--- src/serial_control_pkg.sv ---
// Constants shared by the serial control enable block
package serial_control_pkg;
	// Register word indices (byte offset / 4) on the Avalon-MM slave
	localparam logic [2:0] IDX_CONTROL = 3'h0; // serial_control at 0x00
	localparam logic [2:0] IDX_FORMAT  = 3'h1; // serial_format_reg at 0x04
	localparam logic [2:0] IDX_FLAGS   = 3'h2; // serial_flags_reg at 0x08
	localparam logic [2:0] IDX_EVENTS  = 3'h3; // Sticky event status 0x0c
	localparam logic [2:0] IDX_MASK    = 3'h4; // Event mask at 0x10
	// serial_control bit positions
	localparam int B_TX_EMPTY_IRQ_ON = 7;
	localparam int B_RX_IRQ_ON       = 6;
	localparam int B_TX_ON           = 5;
	localparam int B_RX_ON           = 4;
	localparam int B_ADDR_FILTER     = 3;
	localparam int B_TX_DONE_IRQ_ON  = 2;
	localparam int B_CLK_SRC_HI      = 1;
	localparam int B_CLK_SRC_LO      = 0;
	// serial_format_reg bit positions
	localparam int B_COMM_SYNC      = 7;
	localparam int B_MULTIPROC_MODE = 2;
	// serial_flags_reg bit positions
	localparam int B_TX_EMPTY_FLAG   = 7;
	localparam int B_RX_FULL_FLAG    = 6;
	localparam int B_OVERRUN_FLAG    = 5;
	localparam int B_FRAMING_ERR     = 4;
	localparam int B_TX_DONE_FLAG    = 2;
	localparam int B_RX_ADDR_BIT     = 1;
	// Event status / mask bit positions
	localparam int E_RX_ACCEPT = 0;
	localparam int E_RX_ERROR  = 1;
	localparam int E_TX_EMPTY  = 2;
	localparam int E_TX_DONE   = 3;
	localparam int E_ADDR_HIT  = 4;
	localparam int EVENT_W     = 5;
	// Values after reset
	localparam logic [7:0] CONTROL_RST = 8'h00;
	localparam logic [7:0] FORMAT_RST  = 8'h00;
	localparam logic [EVENT_W-1:0] EVENTS_RST = 5'h00;
	localparam logic [EVENT_W-1:0] MASK_RST   = 5'h00;
	// Clock-source codes
	typedef enum logic [1:0] {
		CLK_INT     = 2'b00,
		CLK_INT_OUT = 2'b01,
		CLK_EXT     = 2'b10,
		CLK_RSVD    = 2'b11
	} clk_src_t;
endpackage

--- src/serial_control_enables.sv ---
// Serial unit control register with enables, filter, clock select and irqs
// What this block does
// - Transmit-empty request is raised only while bit 7 is set.
// - Bit 6 gates both receive-full and receive-error requests.
// - Transmission runs only while bit 5 is one.
// - Reception runs only while bit 4 is one.
// - Address filter discards multiprocessor-bit-zero characters without setting flags.
// - A multiprocessor-bit-one character clears the filter bit and resumes reception.
// - Filter acts only in asynchronous mode with multiprocessor mode selected.
// - Transmit-done request is raised only while bit 2 is set.
// - Asynchronous codes 00 and 01 use internal clock; 01 outputs bit clock.
// - Asynchronous code 10 takes a sixteen-times clock from the pin.
// - Synchronous code 00 drives the internal transfer clock out on the pin.
// - Synchronous code 10 makes the pin an input; 01 and 11 reserved.
// - Format bit 7 selects asynchronous when 0, synchronous when 1.
// - While transmitter is off, tx-empty and tx-done flags are held set.
// - Clearing the receiver-on bit leaves the received address bit unchanged.
//
// Implementation choices: the register offsets and register access over Avalon-MM.
`timescale 1ns/1ps
`default_nettype none
module serial_control_enables
	import serial_control_pkg::*;
(
	// Clock and reset
	input  wire logic        CLK,
	input  wire logic        RST_N,
	// Avalon-MM slave
	input  wire logic [4:0]  ADDRESS,
	input  wire logic        READ,
	input  wire logic        WRITE,
	input  wire logic [3:0]  BYTEENABLE,
	input  wire logic [31:0] WRITEDATA,
	output logic      [31:0] READDATA,
	output logic             WAITREQUEST,
	// Datapath events, same clock
	input  wire logic        TX_DATA_WRITE,
	input  wire logic        TX_LOAD,
	input  wire logic        TX_LAST_BIT,
	input  wire logic        RX_DONE,
	input  wire logic        RX_MPB,
	input  wire logic        RX_FRAME_ERR,
	input  wire logic        RX_OVERRUN,
	input  wire logic        RX_DATA_READ,
	input  wire logic        BIT_HALF_TICK,
	// Serial clock pin
	input  wire logic        SERIAL_CLK_PIN_I,
	output logic             SERIAL_CLK_PIN_O,
	output logic             SERIAL_CLK_PIN_OE,
	// Datapath controls
	output logic             TX_RUN,
	output logic             RX_RUN,
	output logic             EXT_CLK_SEL,
	output logic             EXT_CLK_RISE,
	// Interrupt requests
	output logic             TX_EMPTY_IRQ,
	output logic             RX_FULL_IRQ,
	output logic             RX_ERROR_IRQ,
	output logic             TX_DONE_IRQ,
	output logic             IRQ
);
	import serial_control_pkg::*;

	// Register state
	logic [7:0]         serial_control_q;
	logic [7:0]         serial_format_q;
	logic               tx_empty_flag_q;
	logic               rx_full_flag_q;
	logic               overrun_flag_q;
	logic               framing_err_flag_q;
	logic               tx_done_flag_q;
	logic               rx_addr_bit_q;
	logic [EVENT_W-1:0] events_q;
	logic [EVENT_W-1:0] mask_q;
	logic               wait_q;
	logic [31:0]        rdata_q;
	logic               sync1_q;
	logic               sync2_q;
	logic               sync3_q;
	logic               sck_q;
	logic               sck_oe_q;
	logic               ext_sel_q;
	logic               ext_rise_q;
	logic               tx_empty_irq_q;
	logic               rx_full_irq_q;
	logic               rx_error_irq_q;
	logic               tx_done_irq_q;
	logic               irq_q;

	// Field views of the control and format registers
	wire logic tx_empty_irq_on = serial_control_q[B_TX_EMPTY_IRQ_ON];
	wire logic rx_irq_on       = serial_control_q[B_RX_IRQ_ON];
	wire logic tx_on           = serial_control_q[B_TX_ON];
	wire logic rx_on           = serial_control_q[B_RX_ON];
	wire logic addr_filter     = serial_control_q[B_ADDR_FILTER];
	wire logic tx_done_irq_on  = serial_control_q[B_TX_DONE_IRQ_ON];
	wire logic comm_sync       = serial_format_q[B_COMM_SYNC];
	wire logic multiproc_mode  = serial_format_q[B_MULTIPROC_MODE];
	wire clk_src_t clk_src     = clk_src_t'(
		serial_control_q[B_CLK_SRC_HI:B_CLK_SRC_LO]);

	// Bus decode: request accepted at the edge where waitrequest is low
	wire logic [2:0] reg_idx   = ADDRESS[4:2];
	wire logic       bus_go    = (READ | WRITE) & ~wait_q;
	wire logic       wr_lane0  = WRITE & ~wait_q & BYTEENABLE[0];
	wire logic       wr_ctrl   = wr_lane0 & (reg_idx == IDX_CONTROL);
	wire logic       wr_fmt    = wr_lane0 & (reg_idx == IDX_FORMAT);
	wire logic       wr_flags  = wr_lane0 & (reg_idx == IDX_FLAGS);
	wire logic       wr_mask   = wr_lane0 & (reg_idx == IDX_MASK);
	wire logic       rd_events = READ & ~wait_q & (reg_idx == IDX_EVENTS);

	// Flag clears by writing 0 to the flag position
	wire logic clr_tx_empty = wr_flags & ~WRITEDATA[B_TX_EMPTY_FLAG];
	wire logic clr_rx_full  = wr_flags & ~WRITEDATA[B_RX_FULL_FLAG];
	wire logic clr_overrun  = wr_flags & ~WRITEDATA[B_OVERRUN_FLAG];
	wire logic clr_framing  = wr_flags & ~WRITEDATA[B_FRAMING_ERR];

	// Receive acceptance with the multiprocessor address filter
	wire logic filter_live = addr_filter & multiproc_mode & ~comm_sync;
	wire logic rx_take     = RX_DONE & rx_on;
	wire logic rx_drop     = rx_take & filter_live & ~RX_MPB;
	wire logic rx_accept   = rx_take & ~rx_drop;
	wire logic addr_hit    = rx_take & filter_live & RX_MPB;
	wire logic set_fer     = rx_accept & RX_FRAME_ERR;
	wire logic set_ovr     = rx_accept & RX_OVERRUN;

	// Transmit flag events
	wire logic tx_load_ev = TX_LOAD & tx_on;
	wire logic tx_done_ev = TX_LAST_BIT & tx_on & tx_empty_flag_q;

	// Next control value: hardware clear of the filter bit wins
	logic [7:0] control_d;
	always_comb begin
		control_d = wr_ctrl ? WRITEDATA[7:0] : serial_control_q;
		if (addr_hit)
			control_d[B_ADDR_FILTER] = 1'b0;
	end

	// Clock-source decode per communication mode
	wire logic drive_clk = comm_sync ? (clk_src == CLK_INT)
	                                 : (clk_src == CLK_INT_OUT);
	wire logic use_ext   = (clk_src == CLK_EXT);

	// Event set terms; a read clears only the bits it returned, set wins
	wire logic [EVENT_W-1:0] ev_set = {addr_hit, tx_done_ev, tx_load_ev,
	                                   set_fer | set_ovr, rx_accept};
	wire logic [EVENT_W-1:0] rd_seen  = rd_events ? rdata_q[EVENT_W-1:0]
	                                              : {EVENT_W{1'b0}};
	wire logic [EVENT_W-1:0] events_d = (events_q & ~rd_seen) | ev_set;

	// Read mux, registered at the edge that raises the answer
	logic [31:0] rd_mux;
	always_comb begin
		rd_mux = 32'h0000_0000;
		unique case (reg_idx)
			IDX_CONTROL: rd_mux[7:0] = serial_control_q;
			IDX_FORMAT:  rd_mux[7:0] = serial_format_q;
			IDX_FLAGS: begin
				rd_mux[B_TX_EMPTY_FLAG] = tx_empty_flag_q;
				rd_mux[B_RX_FULL_FLAG]  = rx_full_flag_q;
				rd_mux[B_OVERRUN_FLAG]  = overrun_flag_q;
				rd_mux[B_FRAMING_ERR]   = framing_err_flag_q;
				rd_mux[B_TX_DONE_FLAG]  = tx_done_flag_q;
				rd_mux[B_RX_ADDR_BIT]   = rx_addr_bit_q;
			end
			IDX_EVENTS:  rd_mux[EVENT_W-1:0] = events_q;
			IDX_MASK:    rd_mux[EVENT_W-1:0] = mask_q;
			default:     rd_mux = 32'h0000_0000;
		endcase
	end

	// Avalon handshake: one wait cycle, then a one-cycle answer
	always_ff @(posedge CLK or negedge RST_N) begin
		if (!RST_N) begin
			wait_q  <= 1'b1;
			rdata_q <= 32'h0000_0000;
		end else begin
			wait_q <= ~((READ | WRITE) & wait_q);
			if (READ & wait_q)
				rdata_q <= rd_mux;
		end
	end

	// Control, format and mask registers
	always_ff @(posedge CLK or negedge RST_N) begin
		if (!RST_N) begin
			serial_control_q <= CONTROL_RST;
			serial_format_q  <= FORMAT_RST;
			mask_q           <= MASK_RST;
		end else begin
			serial_control_q <= control_d;
			if (wr_fmt)
				serial_format_q <= WRITEDATA[7:0];
			if (wr_mask)
				mask_q <= WRITEDATA[EVENT_W-1:0];
		end
	end

	// Transmit flags, held set while the transmitter is off
	always_ff @(posedge CLK or negedge RST_N) begin
		if (!RST_N) begin
			tx_empty_flag_q <= 1'b1;
			tx_done_flag_q  <= 1'b1;
		end else begin
			tx_empty_flag_q <= ~tx_on | tx_load_ev
			                 | (tx_empty_flag_q & ~clr_tx_empty
			                    & ~TX_DATA_WRITE);
			tx_done_flag_q  <= ~tx_on | tx_done_ev
			                 | (tx_done_flag_q & ~TX_DATA_WRITE);
		end
	end

	// Receive flags, set only by accepted characters
	always_ff @(posedge CLK or negedge RST_N) begin
		if (!RST_N) begin
			rx_full_flag_q     <= 1'b0;
			overrun_flag_q     <= 1'b0;
			framing_err_flag_q <= 1'b0;
			rx_addr_bit_q      <= 1'b0;
		end else begin
			rx_full_flag_q     <= rx_accept
			                    | (rx_full_flag_q & ~clr_rx_full
			                       & ~RX_DATA_READ);
			overrun_flag_q     <= set_ovr | (overrun_flag_q & ~clr_overrun);
			framing_err_flag_q <= set_fer | (framing_err_flag_q
			                                 & ~clr_framing);
			if (rx_take)
				rx_addr_bit_q <= RX_MPB;
		end
	end

	// Serial clock pin: synchroniser and rising-edge detect
	always_ff @(posedge CLK or negedge RST_N) begin
		if (!RST_N) begin
			sync1_q    <= 1'b0;
			sync2_q    <= 1'b0;
			sync3_q    <= 1'b0;
			ext_sel_q  <= 1'b0;
			ext_rise_q <= 1'b0;
		end else begin
			sync1_q    <= SERIAL_CLK_PIN_I;
			sync2_q    <= sync1_q;
			sync3_q    <= sync2_q;
			ext_sel_q  <= use_ext;
			ext_rise_q <= use_ext & sync2_q & ~sync3_q;
		end
	end

	// Serial clock out: bit-rate clock toggled each half bit
	always_ff @(posedge CLK or negedge RST_N) begin
		if (!RST_N) begin
			sck_q    <= 1'b1;
			sck_oe_q <= 1'b0;
		end else begin
			sck_oe_q <= drive_clk;
			if (!drive_clk)
				sck_q <= 1'b1;
			else if (BIT_HALF_TICK)
				sck_q <= ~sck_q;
		end
	end

	// Gated interrupt requests and sticky events
	always_ff @(posedge CLK or negedge RST_N) begin
		if (!RST_N) begin
			tx_empty_irq_q <= 1'b0;
			rx_full_irq_q  <= 1'b0;
			rx_error_irq_q <= 1'b0;
			tx_done_irq_q  <= 1'b0;
			events_q       <= EVENTS_RST;
			irq_q          <= 1'b0;
		end else begin
			tx_empty_irq_q <= tx_empty_irq_on & tx_empty_flag_q;
			rx_full_irq_q  <= rx_irq_on & rx_full_flag_q;
			rx_error_irq_q <= rx_irq_on
			                & (overrun_flag_q | framing_err_flag_q);
			tx_done_irq_q  <= tx_done_irq_on & tx_done_flag_q;
			events_q       <= events_d;
			irq_q          <= |(events_d & mask_q);
		end
	end

	// Outputs straight from flip-flops
	assign READDATA          = rdata_q;
	assign WAITREQUEST       = wait_q;
	assign SERIAL_CLK_PIN_O  = sck_q;
	assign SERIAL_CLK_PIN_OE = sck_oe_q;
	assign TX_RUN            = tx_on;
	assign RX_RUN            = rx_on;
	assign EXT_CLK_SEL       = ext_sel_q;
	assign EXT_CLK_RISE      = ext_rise_q;
	assign TX_EMPTY_IRQ      = tx_empty_irq_q;
	assign RX_FULL_IRQ       = rx_full_irq_q;
	assign RX_ERROR_IRQ      = rx_error_irq_q;
	assign TX_DONE_IRQ       = tx_done_irq_q;
	assign IRQ               = irq_q;

	// Unused bus bits
	wire logic unused_ok = &{1'b0, ADDRESS[1:0], BYTEENABLE[3:1],
	                         WRITEDATA[31:8], bus_go};
endmodule // serial_control_enables
`default_nettype wire

--- config.mk ---
export PLATFORM = sky130hd
export DESIGN_NAME = serial_control_enables
export DESIGN_NICKNAME = d
export VERILOG_FILES = /design/src/serial_control_pkg.sv /design/src/serial_control_enables.sv
export SDC_FILE = /design/constraint.sdc
export NUM_CORES = 1
export LEC_CHECK = 0
export BUFFER_PORTS_ARGS = -buffer_cell sky130_fd_sc_hd__buf_2
export CORE_UTILIZATION = 42
export CTS_CLUSTER_DIAMETER = 60
export DETAILED_ROUTE_END_ITERATION = 10
export HOLD_SLACK_MARGIN = 0.06
export PLACE_DENSITY = 0.7
export SLEW_MARGIN = 25
export SYNTH_ARGS = -nofsm -noshare
export SYNTH_HDL_FRONTEND = slang
export SYNTH_SLANG_ARGS = --single-unit
--- constraint.sdc ---
create_clock -name CLK -period 4.4 [get_ports CLK]
set_input_delay 0.66 -clock CLK [delete_from_list [all_inputs] [get_ports CLK]]
set_output_delay 0.66 -clock CLK [all_outputs]
set_load 0.005 [all_outputs]
* Yosys cells after proc, flatten, opt, wreduce, memory -nomap -nowiden
Index checks and enable logic that the tools add are counted.
Word-level totals: bits in registers 53, output and inout port bits 44, logic and storage cells 118, bits of input ports 55
Operators by class: equality and inequality tests 7, bitwise operators 71, reductions and logical operators 4, muxes and demuxes 11
Operators with widths (number):
- AND 1 bit | 39
- NOT 1 bit | 18
- AND 5 bit | 2
- OR 1 bit | 10
- case mux 2 bit (5 select lines) | 1
- case mux 3 bit (3 select lines) | 1
- case mux 1 bit (4 select lines) | 2
- equality test 3 x 2 -> 1 bit (second input constant) | 2
- two-way mux 5 bit | 1
- NOT 5 bit | 1
- OR 5 bit | 1
- case mux 1 bit (5 select lines) | 1
- OR reduction 5 bit | 1
- two-way mux 1 bit | 4
- two-way mux 4 bit | 1
- equality test 3 x 1 -> 1 bit (second input constant) | 1
- equality test 3 bit (second input constant) | 1
- logical NOT 3 bit | 1
- equality test 2 x 1 -> 1 bit (second input constant) | 1
- equality test 2 bit (second input constant) | 1
- logical NOT 2 bit | 1
- != test 2 bit (second input constant) | 1
- nonzero test 2 bit | 1

* Longest topological paths before layout
Gate-level depths: netlist (run 1).
depth after elaboration 11, gate-level depth with buffers 5, depth with buffers taken out 4

* Least setup slack after synthesis (run 1)
No wires, ideal clock.
path type input to register, start input port ADDRESS[4], end register mask_q[0], stages 5, data required time 4275 ps, setup time 125 ps, arrival 1623 ps, path slack 2652 ps, path buffers 1, cells stage by stage inv_1 nor3_4 and4b_1 buf_4 mux2_2
On the way: word-level cells in the longest chain between the ends 2
Ends and longest elaborated chain:
- from (decl) | line serial_control_enables.sv:29 | input wire logic [4:0] ADDRESS,
- equality test 3 bit | line serial_control_enables.sv:109 | wire logic wr_mask = wr_lane0 & (reg_idx == IDX_MASK);
- AND 1 bit | line serial_control_enables.sv:109
- to (signal assigned) | line serial_control_enables.sv:195 | mask_q <= WRITEDATA[EVENT_W-1:0];
- to (decl) | line serial_control_enables.sv:74 | logic [EVENT_W-1:0] mask_q;
Every way passes these cells. A chain may end at the register's enable or synchronous reset.

* Final worst setup path (run 1)
start input port ADDRESS[4], end register mask_q[4]
The elaborated chain is that of the path after synthesis.

==> results.sh, run 1 <==
export IMPL_status="finished, final reports clean"
export IMPL_hold_start="sync1_q$_DFF_PN0_"
export IMPL_crit_fanout=11
export IMPL_drt_pass1_iter_count=4
export IMPL_synth_edf_count=0
export IMPL_nets=315
export IMPL_drc=0
export IMPL_cts_tree="done"
export IMPL_dp_cells=328
export IMPL_num_fill_cells=553
export IMPL_htreeDepth=2
export IMPL_async_flop_share=1.00
export IMPL_postSynthCellCount=214
export IMPL_finalSetupTns_ns=0
export IMPL_final_util=0.485
export IMPL_clk_pin_slew_ns=0.09
export IMPL_diodes=0
export IMPL_wl_per_cell_um=15.6
export IMPL_endpoint_kind="flip-flop"
export IMPL_netlist_top_cells_count="dfrtp_1, buf_4, mux2_2"
export IMPL_synth_seq_cells=53
export IMPL_finalNonFillerCells=336
export IMPL_clk_latency_ns=0.31
export IMPL_relSlewSlack=0.565
export IMPL_p_per_area_nw_per_um2=440
export IMPL_crit_type="in2reg"
export IMPL_grt_pass1_wl_um=8510
export IMPL_synth_top_flop_cell="dfrtp_1"
export IMPL_max_cap_violations=0
export IMPL_switching_share=0.281
export IMPL_switching_power_uw=354
export IMPL_drv_slew=0
export IMPL_cts_resized=0
export IMPL_r2r_slack_ns=2.75
export IMPL_postRouteAntennaNets=0
export IMPL_rsz0062_at_grt="false"
export IMPL_yosysSeqAreaShare=0.523
export IMPL_drive_gt1_frac=0.345
export IMPL_syn2layout_area_growth_pct=12.1
export IMPL_r2r_end="serial_format_q[4]$_DFFE_PN0P_"
export IMPL_core_area_um2=5890
export IMPL_dp_hpwl_um=3820
export IMPL_hold_violations=0
export IMPL_ys_types=45
export IMPL_synth_top_cell_area_share=0.481
export IMPL_finalClockSkew_ns=0.00364
export IMPL_ys_warn_count=0
export IMPL_synth_area_um2=2550
export IMPL_setup_viol=0
export IMPL_grt_max_degree=54
export IMPL_num_rows=28
export IMPL_hold_buffers=0
export IMPL_port_buffers=45
export IMPL_seq_power_share=0.528
export IMPL_ios=99
export IMPL_power_internal_uw=904
export IMPL_syn_area_per_cell_um2=11.9
export IMPL_wl_met1_um=2350
export IMPL_synth_area_leaders="dfrtp_1, mux2_2, buf_4"
export IMPL_vdd_drop_max_mv=0.197
export IMPL_fin_crit_ns=2.01
export IMPL_grt_antenna_before_repair=0
export IMPL_cts_buffers=5
export IMPL_path_buf_inv=2
export IMPL_crit_family="simple AND/OR/NAND/NOR gates"
export IMPL_post_cts_setup_buffers=0
export IMPL_die_h_um=79.9
export IMPL_drt_iter0_markers=104
export IMPL_p_total_mw=1.26
export IMPL_synth_largest_area_cell="dfrtp_1"
export IMPL_cts_root_buf="clkbuf_8"
export IMPL_track_usage=0.180
export IMPL_cts_buffer_depth=2
export IMPL_grt_overflow_total=0
export IMPL_power_share_clock=0.277
export IMPL_regArea_um2=1330
export IMPL_gp_congestion=0.781
export IMPL_start_util=0.433
export IMPL_wirelength_um=5250
export IMPL_route_met2_wl_um=2540
export IMPL_p_comb_frac=0.195
export IMPL_required_ns=4.60
export IMPL_fp_dieW_um=79.9
export IMPL_clock_sinks=53
export IMPL_multi_input_area_um2=1050
export IMPL_rr_startpoint="WAITREQUEST$_DFF_PN1_"
export IMPL_hold_path_end="sync2_q$_DFF_PN0_"
export IMPL_min_path_type="reg2reg"
export IMPL_critPathLaunchType="input port"
export IMPL_top_layer="met4"
export IMPL_tightestPinTransition_ns=0.652
export IMPL_dr_wl_met3_um=237
export IMPL_routed_via_density=5.14
export IMPL_yosysMostFrequentCell="dfrtp_1"
export IMPL_r2r_worst_path_cells=3
export IMPL_die_area_um2=6380
export IMPL_post_route_period_util=0.456
export IMPL_num_vias=1728
export IMPL_p_leak_nw=1.40
export IMPL_fmax_mhz=499
export IMPL_whs_path_depth=0
export IMPL_cp_slowest_cell="and4b_1"
export IMPL_cp_cell_sequence="buf_2 > inv_1 > nor3_4 > and4b_1 > mux2_2"
export IMPL_cp_data_arrival_time_ns=2.21
export IMPL_critPathMaxStageDelay_ns=0.44
export IMPL_grt_pass1_vias=1718
[kinds of logic after synthesis]
| family | after synthesis | share of synthesized area |
|---|---|---|
| XOR/XNOR | 2 | 0.00688 |
| AO/OA/AOI/OAI | 41 | 0.118 |
| flip-flops | 53 | 0.523 |
| other | 1 | 0.00147 |
| buffers and inverters | 36 | 0.0973 |
| multiplexers | 28 | 0.138 |
| AND/OR/NAND/NOR | 53 | 0.116 |
[worst register-to-register path, cell delays in order, from the launching register on]
cell and delay, ns:
dfstp_2 0.60, and4bb_2 0.31, nand3b_2 0.26, mux2_2 0.38
[cells in the final DEF (no fill, tap or decap), drive strengths merged, types with 2 or more instances in the layout]
cell     netlist  layout
mux2i          5       5
and2b          2       2
a22o           3       3
and2           4       4
dfstp          4       4
dfrtp         49      49
or2            3       3
nand2         19      19
nor2           7       7
conb           1      24
nand3          3       3
o21ai         16      16
xnor2          2       2
mux2          20      20
nand3b         2       2
nor3           2       2
nand4          2       2
buf           28      46
nor2b          4       4
o2bb2ai        2       2
a41oi          5       5
inv            6       6
a221oi         3       3
a21oi          4       4
a22oi          3       3
clkbuf         2       6
mux4           3       3
[per-layer routing]
metal	up-vias	track usage
met1	862	0.235
met4	0	0.0786
met3	12	0.0331
li1	805	-
met2	49	0.291
met5	-	0
[state kept, by name, summed over array words and instances, names as in the netlist, 5 cells and up]
register	flops
events_q	5
serial_format_q	8
mask_q	5
serial_control_q	8
READDATA	8
[metrics by stage]
step                      hold WS, ns  worst slack [ns]  cell area [um^2]
after CTS                       0.365              2.41              2860
after global placement          0.334              2.11              2740
after global routing            0.388              2.36              2860
after detailed placement        0.343              2.08              2740
final                           0.363              2.39              2860
after floorplan                 0.331              2.65              2630
[power groups by stage]
stage	clock network [mW]	registers, mW	logic [mW]
global placement	0	0.668	0.239
floorplan	0	0.655	0.170
CTS	0.353	0.664	0.248
global route	0.373	0.678	0.277
detailed placement	0	0.673	0.247
finish	0.348	0.664	0.245
[final cells by class]
class | count | area share
inverters | 6 | 0.00789
clock inverters | 2 | 0.0131
repair buffers | 46 | 0.0815
clock buffers | 6 | 0.0289
multi-input cells | 148 | 0.369
well taps | 75 | 0.0329
flip-flops and latches | 53 | 0.466
[worst max path at each step]
stage | slack [ns] | start | endpoint | cells past startpoint
after CTS | 2.41 | ADDRESS[4] | mask_q[4]$_DFFE_PN0P_ | 5
after global placement | 2.11 | ADDRESS[4] | mask_q[4]$_DFFE_PN0P_ | 5
final | 2.39 | ADDRESS[4] | mask_q[4]$_DFFE_PN0P_ | 5
after global routing | 2.36 | ADDRESS[4] | mask_q[4]$_DFFE_PN0P_ | 5
after floorplan | 2.65 | ADDRESS[4] | mask_q[0]$_DFFE_PN0P_ | 5
after detailed placement | 2.08 | ADDRESS[4] | mask_q[4]$_DFFE_PN0P_ | 5
(Power assumes the default switching activity.)
==> run 2: changes to the inputs <==
--- a/config.mk
+++ b/config.mk
@@ -5,12 +5,13 @@
 export SDC_FILE = /design/constraint.sdc
 export NUM_CORES = 1
 export LEC_CHECK = 0
+export ABC_AREA = 1
 export BUFFER_PORTS_ARGS = -buffer_cell sky130_fd_sc_hd__buf_2
 export CORE_UTILIZATION = 42
 export CTS_CLUSTER_DIAMETER = 60
 export DETAILED_ROUTE_END_ITERATION = 10
 export HOLD_SLACK_MARGIN = 0.06
-export PLACE_DENSITY = 0.7
+export PLACE_DENSITY = 0.71
 export SLEW_MARGIN = 25
 export SYNTH_ARGS = -nofsm -noshare
 export SYNTH_HDL_FRONTEND = slang
==> constraint.sdc (replaced) <==
create_clock -name CLK -period 1.9 [get_ports CLK]
set_input_delay 0.285 -clock CLK [delete_from_list [all_inputs] [get_ports CLK]]
set_output_delay 0.285 -clock CLK [all_outputs]
set_load 0.005 [all_outputs]
==> results.sh, run 2 <==
export IMPL_vdd_drop_max_mv=0.488
export IMPL_grt_overflow_total=0
export IMPL_synth_top_cell_area_share=0.494
export IMPL_drive_gt1_frac=0.241
export IMPL_cp_cell_sequence="inv_1 > nand3_1 > o21ai_1 > inv_1 > nand2_1 > nand3_1 > nand2_1 > nand2_1"
export IMPL_grt_antenna_before_repair=0
export IMPL_crit_family="simple AND/OR/NAND/NOR gates"
export IMPL_finalClockSkew_ns=0.00974
export IMPL_layout_common_cells="nand2_1, dfrtp_1, buf_2"
export IMPL_num_vias=1906
export IMPL_max_cap_violations=0
export IMPL_muxShareOfSynthArea=0
export IMPL_p_per_area_nw_per_um2=967
export IMPL_required_ns=2.10
export IMPL_cts_buffer_depth=2
export IMPL_clk_pin_slew_ns=0.10
export IMPL_postRouteAntennaNets=0
export IMPL_grt_max_degree=54
export IMPL_critPathMaxStageDelay_ns=0.43
export IMPL_core_area_um2=5610
export IMPL_netlist_top_cells_count="nand2_1, dfrtp_1, buf_4"
export IMPL_yosysSeqAreaShare=0.537
export IMPL_start_util=0.442
export IMPL_setup_viol=0
export IMPL_yosys_area_share_xor_xnor=0.00353
export IMPL_nets=390
export IMPL_postSynthCellCount=282
export IMPL_cts_buffers=5
export IMPL_grt_pass1_wl_um=8250
export IMPL_drt_pass1_iter_count=4
export IMPL_endpoint_kind="flip-flop"
export IMPL_routed_via_density=4.67
export IMPL_die_h_um=78.9
export IMPL_post_route_period_util=0.824
export IMPL_yosysMostFrequentCell="nand2_1"
export IMPL_syn2layout_area_growth_pct=13.8
export IMPL_synth_seq_cells=53
export IMPL_path_buf_inv=2
export IMPL_wirelength_um=5070
export IMPL_ys_types=25
export IMPL_cts_tree="done"
export IMPL_fp_dieW_um=78.9
export IMPL_rsz0062_at_grt="false"
export IMPL_synth_edf_count=0
export IMPL_status="finished, final reports clean"
export IMPL_num_rows=27
export IMPL_crit_fanout=5
export IMPL_synth_largest_area_cell="dfrtp_1"
export IMPL_drt_iter0_markers=125
export IMPL_synth_simple_area_share=0.239
export IMPL_clk_latency_ns=0.31
export IMPL_grt_pass1_vias=1724
export IMPL_finalSetupTns_ns=0
export IMPL_gp_congestion=0.852
export IMPL_hold_violations=0
export IMPL_min_path_type="in2reg"
export IMPL_cts_root_buf="clkbuf_8"
export IMPL_synth_compound_area_frac=0.0998
export IMPL_path_common_cell="nand2_1"
export IMPL_clock_sinks=53
export IMPL_critPathLaunchType="flip-flop"
export IMPL_fmax_mhz=639
export IMPL_wl_per_cell_um=12.4
export IMPL_dp_hpwl_um=3750
export IMPL_final_util=0.504
export IMPL_htreeDepth=2
export IMPL_ys_warn_count=0
export IMPL_cp_data_arrival_time_ns=1.76
export IMPL_fin_crit_ns=1.57
export IMPL_drc=0
export IMPL_ios=99
export IMPL_synth_top_family_by_area="simple AND/OR/NAND/NOR gates"
export IMPL_syn_area_per_cell_um2=8.80
export IMPL_crit_type="reg2reg"
export IMPL_synth_area_um2=2480
export IMPL_port_buffers=45
export IMPL_p_total_mw=2.73
export IMPL_die_area_um2=6220
export IMPL_diodes=0
export IMPL_synthAdderAreaFrac=0
export IMPL_synth_top_flop_cell="dfrtp_1"
export IMPL_drv_slew=0
export IMPL_post_cts_setup_buffers=0
export IMPL_async_flop_share=1.00
export IMPL_p_leak_nw=1.52
export IMPL_synth_area_leaders="dfrtp_1, nand2_1, buf_4"
export IMPL_track_usage=0.179
export IMPL_final_common_cell="nand2_1"
export IMPL_cp_slowest_cell="dfrtp_1"
==> run 2: cell types whose count changed after synthesis, moves of 4 or more <==
cell	before	now
nand2_1	18	101
mux2_2	20	0
inv_1	6	22
o21ai_1	0	13
nand3_1	3	13
o21ai_2	0	8
mux2i_1	5	0
a41oi_1	4	0
and2_1	4	0
nand2_2	1	5
nor2b_1	4	0
==> run 2: where the power goes <==
part	switching, mW	internal, mW	total (mW)
Combinational	0.309	0.232	0.541
Clock	0.359	0.297	0.655
Sequential	0.161	1.37	1.54
Total	0.829	1.90	2.73
==> run 2: cell families (layout without fill, tap and decap cells) <==
| family | count (synthesis) | in the layout |
|---|---|---|
| AO/OA/AOI/OAI | 42 | 42 |
| buffers and inverters | 51 | 82 |
| flip-flops | 53 | 53 |
| AND/OR/NAND/NOR | 134 | 134 |
| XOR/XNOR | 1 | 1 |
| other | 1 | 24 |
==> run 2: timing repair <==
item | CTS | global route
hold buffers | 1 | 1
gates resized for setup | 0 | 0
hold endpoints to repair | 49 | 1
==> run 2: area by class of cell <==
cell class | count | area, um^2
clock inverter | 1 | 7.51
timing repair buffer | 50 | 280
multi-input combinational | 201 | 938
clock buffer | 7 | 86.3
sequential | 53 | 1330
inverter | 24 | 90.1
tap | 72 | 90.1
fill | 554 | 2780
==> run 2: through the flow <==
stage	cell area (um^2)	setup WS, ns	hold WS (ns)	cells
6_report	2820	0.335	0.150	408
5_1_grt	2820	0.190	0.159	408
4_1_cts	2810	0.323	0.0623	407
3_5_place_dp	2710	0.351	0.301	398
3_3_place_gp	2710	0.382	0.299	398
2_1_floorplan	2570	0.665	-0.0106	305
==> run 2: worst paths after layout <==
path / start / endpoint / slack [ns] / cells past startpoint
min in group asynchronous: RST_N / serial_control_q[0]$_DFFE_PN0P_ / 0.47 / 3
hold / removal: WRITE / WAITREQUEST$_DFF_PN1_ / 0.15 / 2
hold reg to reg: sync1_q$_DFF_PN0_ / sync2_q$_DFF_PN0_ / 0.36 / 0
max in group asynchronous: RST_N / tx_done_flag_q$_DFF_PN1_ / 1.11 / 3
setup / recovery: serial_format_q[7]$_DFFE_PN0P_ / IRQ$_DFF_PN0_ / 0.33 / 8
setup reg to reg: serial_format_q[7]$_DFFE_PN0P_ / IRQ$_DFF_PN0_ / 0.33 / 8
==> run 2: layer usage <==
metal / track usage / vias up / routed length [um]
li1: - / 951 / -
met1: 0.252 / 883 / 2380
met2: 0.276 / 65 / 2300
met3: 0.0391 / 7 / 307
met4: 0.0545 / 0 / 75
met5: 0 / - / 0
==> run 3: changes to the inputs <==
==> constraint.sdc (replaced) <==
create_clock -name CLK -period 1.6 [get_ports CLK]
set_input_delay 0.24 -clock CLK [delete_from_list [all_inputs] [get_ports CLK]]
set_output_delay 0.24 -clock CLK [all_outputs]
set_load 0.005 [all_outputs]
==> results.sh, run 3 (same netlist as run 2, synthesis figures left out) <==
export IMPL_cts_buffers=5
export IMPL_layout_common_cells="nand2_1, dfrtp_1, buf_2"
export IMPL_track_usage=0.184
export IMPL_fin_crit_ns=1.40
export IMPL_hold_violations=0
export IMPL_finalClockSkew_ns=0.0137
export IMPL_gp_congestion=0.869
export IMPL_fmax_mhz=712
export IMPL_fp_dieW_um=78.9
export IMPL_regArea_um2=1330
export IMPL_wirelength_um=5220
export IMPL_wl_per_cell_um=12.7
export IMPL_pre_cts_slack_ns=0.229
export IMPL_nets=394
export IMPL_drt_pass1_iter_count=4
export IMPL_finalSetupTns_ns=0
export IMPL_drc=0
export IMPL_num_rows=27
export IMPL_critPathLaunchType="flip-flop"
export IMPL_multi_input_area_um2=938
export IMPL_p_leak_nw=1.55
export IMPL_min_path_type="in2reg"
export IMPL_place_area_um2=2740
export IMPL_htreeDepth=2
export IMPL_post_route_period_util=0.878
export IMPL_clk_pin_slew_ns=0.10
export IMPL_drt_iter0_markers=137
export IMPL_grt_pass1_wl_um=8550
export IMPL_crit_fanout=5
export IMPL_clk_latency_ns=0.31
export IMPL_r2r_slack_ns=0.20
export IMPL_final_common_cell="nand2_1"
export IMPL_r2r_worst_path_cells=9
export IMPL_num_fill_cells=564
export IMPL_status="finished, final reports clean"
export IMPL_cts_root_buf="clkbuf_8"
export IMPL_die_area_um2=6220
export IMPL_grt_pass1_vias=1745
export IMPL_die_h_um=78.9
export IMPL_grt_antenna_before_repair=0
export IMPL_hold_path_end="rx_full_flag_q$_DFF_PN0_"
export IMPL_grt_max_degree=54
export IMPL_cts_buffer_depth=2
export IMPL_num_vias=1891
export IMPL_syn2layout_area_growth_pct=15.6
export IMPL_hold_start="RX_DATA_READ"
export IMPL_vdd_drop_max_mv=0.534
export IMPL_core_area_um2=5610
export IMPL_ios=99
export IMPL_setup_ws_ns=0.195
export IMPL_endpoint_kind="flip-flop"
export IMPL_cp_data_arrival_time_ns=1.60
export IMPL_max_cap_violations=0
export IMPL_crit_type="reg2reg"
export IMPL_r2r_end="IRQ$_DFF_PN0_"
export IMPL_whs_path_depth=2
export IMPL_dp_hpwl_um=3790
export IMPL_required_ns=1.80
export IMPL_setup_viol=0
export IMPL_drv_slew=0
export IMPL_start_util=0.442
export IMPL_routed_via_density=4.59
export IMPL_diodes=0
export IMPL_port_buffers=45
export IMPL_cts_resized=0
export IMPL_finalInstanceArea_um2=2870
export IMPL_rsz0062_at_grt="false"
export IMPL_drive_gt1_frac=0.250
export IMPL_rr_startpoint="serial_format_q[7]$_DFFE_PN0P_"
export IMPL_p_per_area_nw_per_um2=1180
export IMPL_postRouteAntennaNets=0
export IMPL_grt_overflow_total=0
export IMPL_cts_tree="done"
export IMPL_clock_sinks=53
==> run 3: final cells by class <==
class	instances	area share
Tap cell	72	0.0314
Clock buffer	6	0.0253
Timing Repair Buffer	54	0.108
Multi-Input combinational cell	201	0.327
Clock inverter	2	0.0122
Sequential cell	53	0.464
Inverter	24	0.0314
==> run 3: worst max path at each step <==
stage	start	endpoint	slack (ns)	cells past startpoint
floorplan	ADDRESS[4]	serial_format_q[5]$_DFFE_PN0P_	0.41	6
global placement	serial_format_q[7]$_DFFE_PN0P_	IRQ$_DFF_PN0_	0.25	9
detailed placement	serial_format_q[7]$_DFFE_PN0P_	IRQ$_DFF_PN0_	0.23	9
CTS	serial_format_q[7]$_DFFE_PN0P_	IRQ$_DFF_PN0_	0.20	9
global route	serial_format_q[7]$_DFFE_PN0P_	IRQ$_DFF_PN0_	0.07	9
finish	serial_format_q[7]$_DFFE_PN0P_	IRQ$_DFF_PN0_	0.20	9
==> run 3: metal layers <==
layer / global-route usage / routed length [um] / up-vias
met5: 0 / 0 / -
li1: - / - / 958
met2: 0.288 / 2300 / 71
met4: 0.0600 / 69 / 0
met3: 0.0345 / 332 / 6
met1: 0.259 / 2520 / 856
==> run 3: through the flow <==
stage	cells	power (mW)	util	hold WS [ns]
5_1_grt	412	3.57	0.511	0.104
6_report	412	3.38	0.511	0.103
3_3_place_gp	402	2.48	0.489	0.255
4_1_cts	412	3.41	0.511	0.101
3_5_place_dp	402	2.50	0.489	0.256
2_1_floorplan	305	2.24	-	-0.0556
==> run 3: power breakdown <==
| group | internal [mW] | leakage [nW] | total, mW | switching, mW |
|---|---|---|---|---|
| combinational | 0.284 | 0.834 | 0.654 | 0.370 |
| clock | 0.465 | 0.0552 | 0.902 | 0.436 |
| sequential | 1.63 | 0.658 | 1.82 | 0.193 |
==> run 3: repair_timing <==
item | CTS | global route
setup buffers | 0 | 0
endpoints found under the hold margin | 50 | 0
hold buffers | 2 | 0
==> run 3: critical path, cell delays in order (launching register included) <==
cell     delay (ns)
dfrtp_1        0.43
inv_1          0.08
nand3_1        0.09
o21ai_1        0.14
buf_4          0.16
inv_1          0.05
nand2_1        0.08
nand3_1        0.11
nand2_1        0.09
nand2_1        0.06
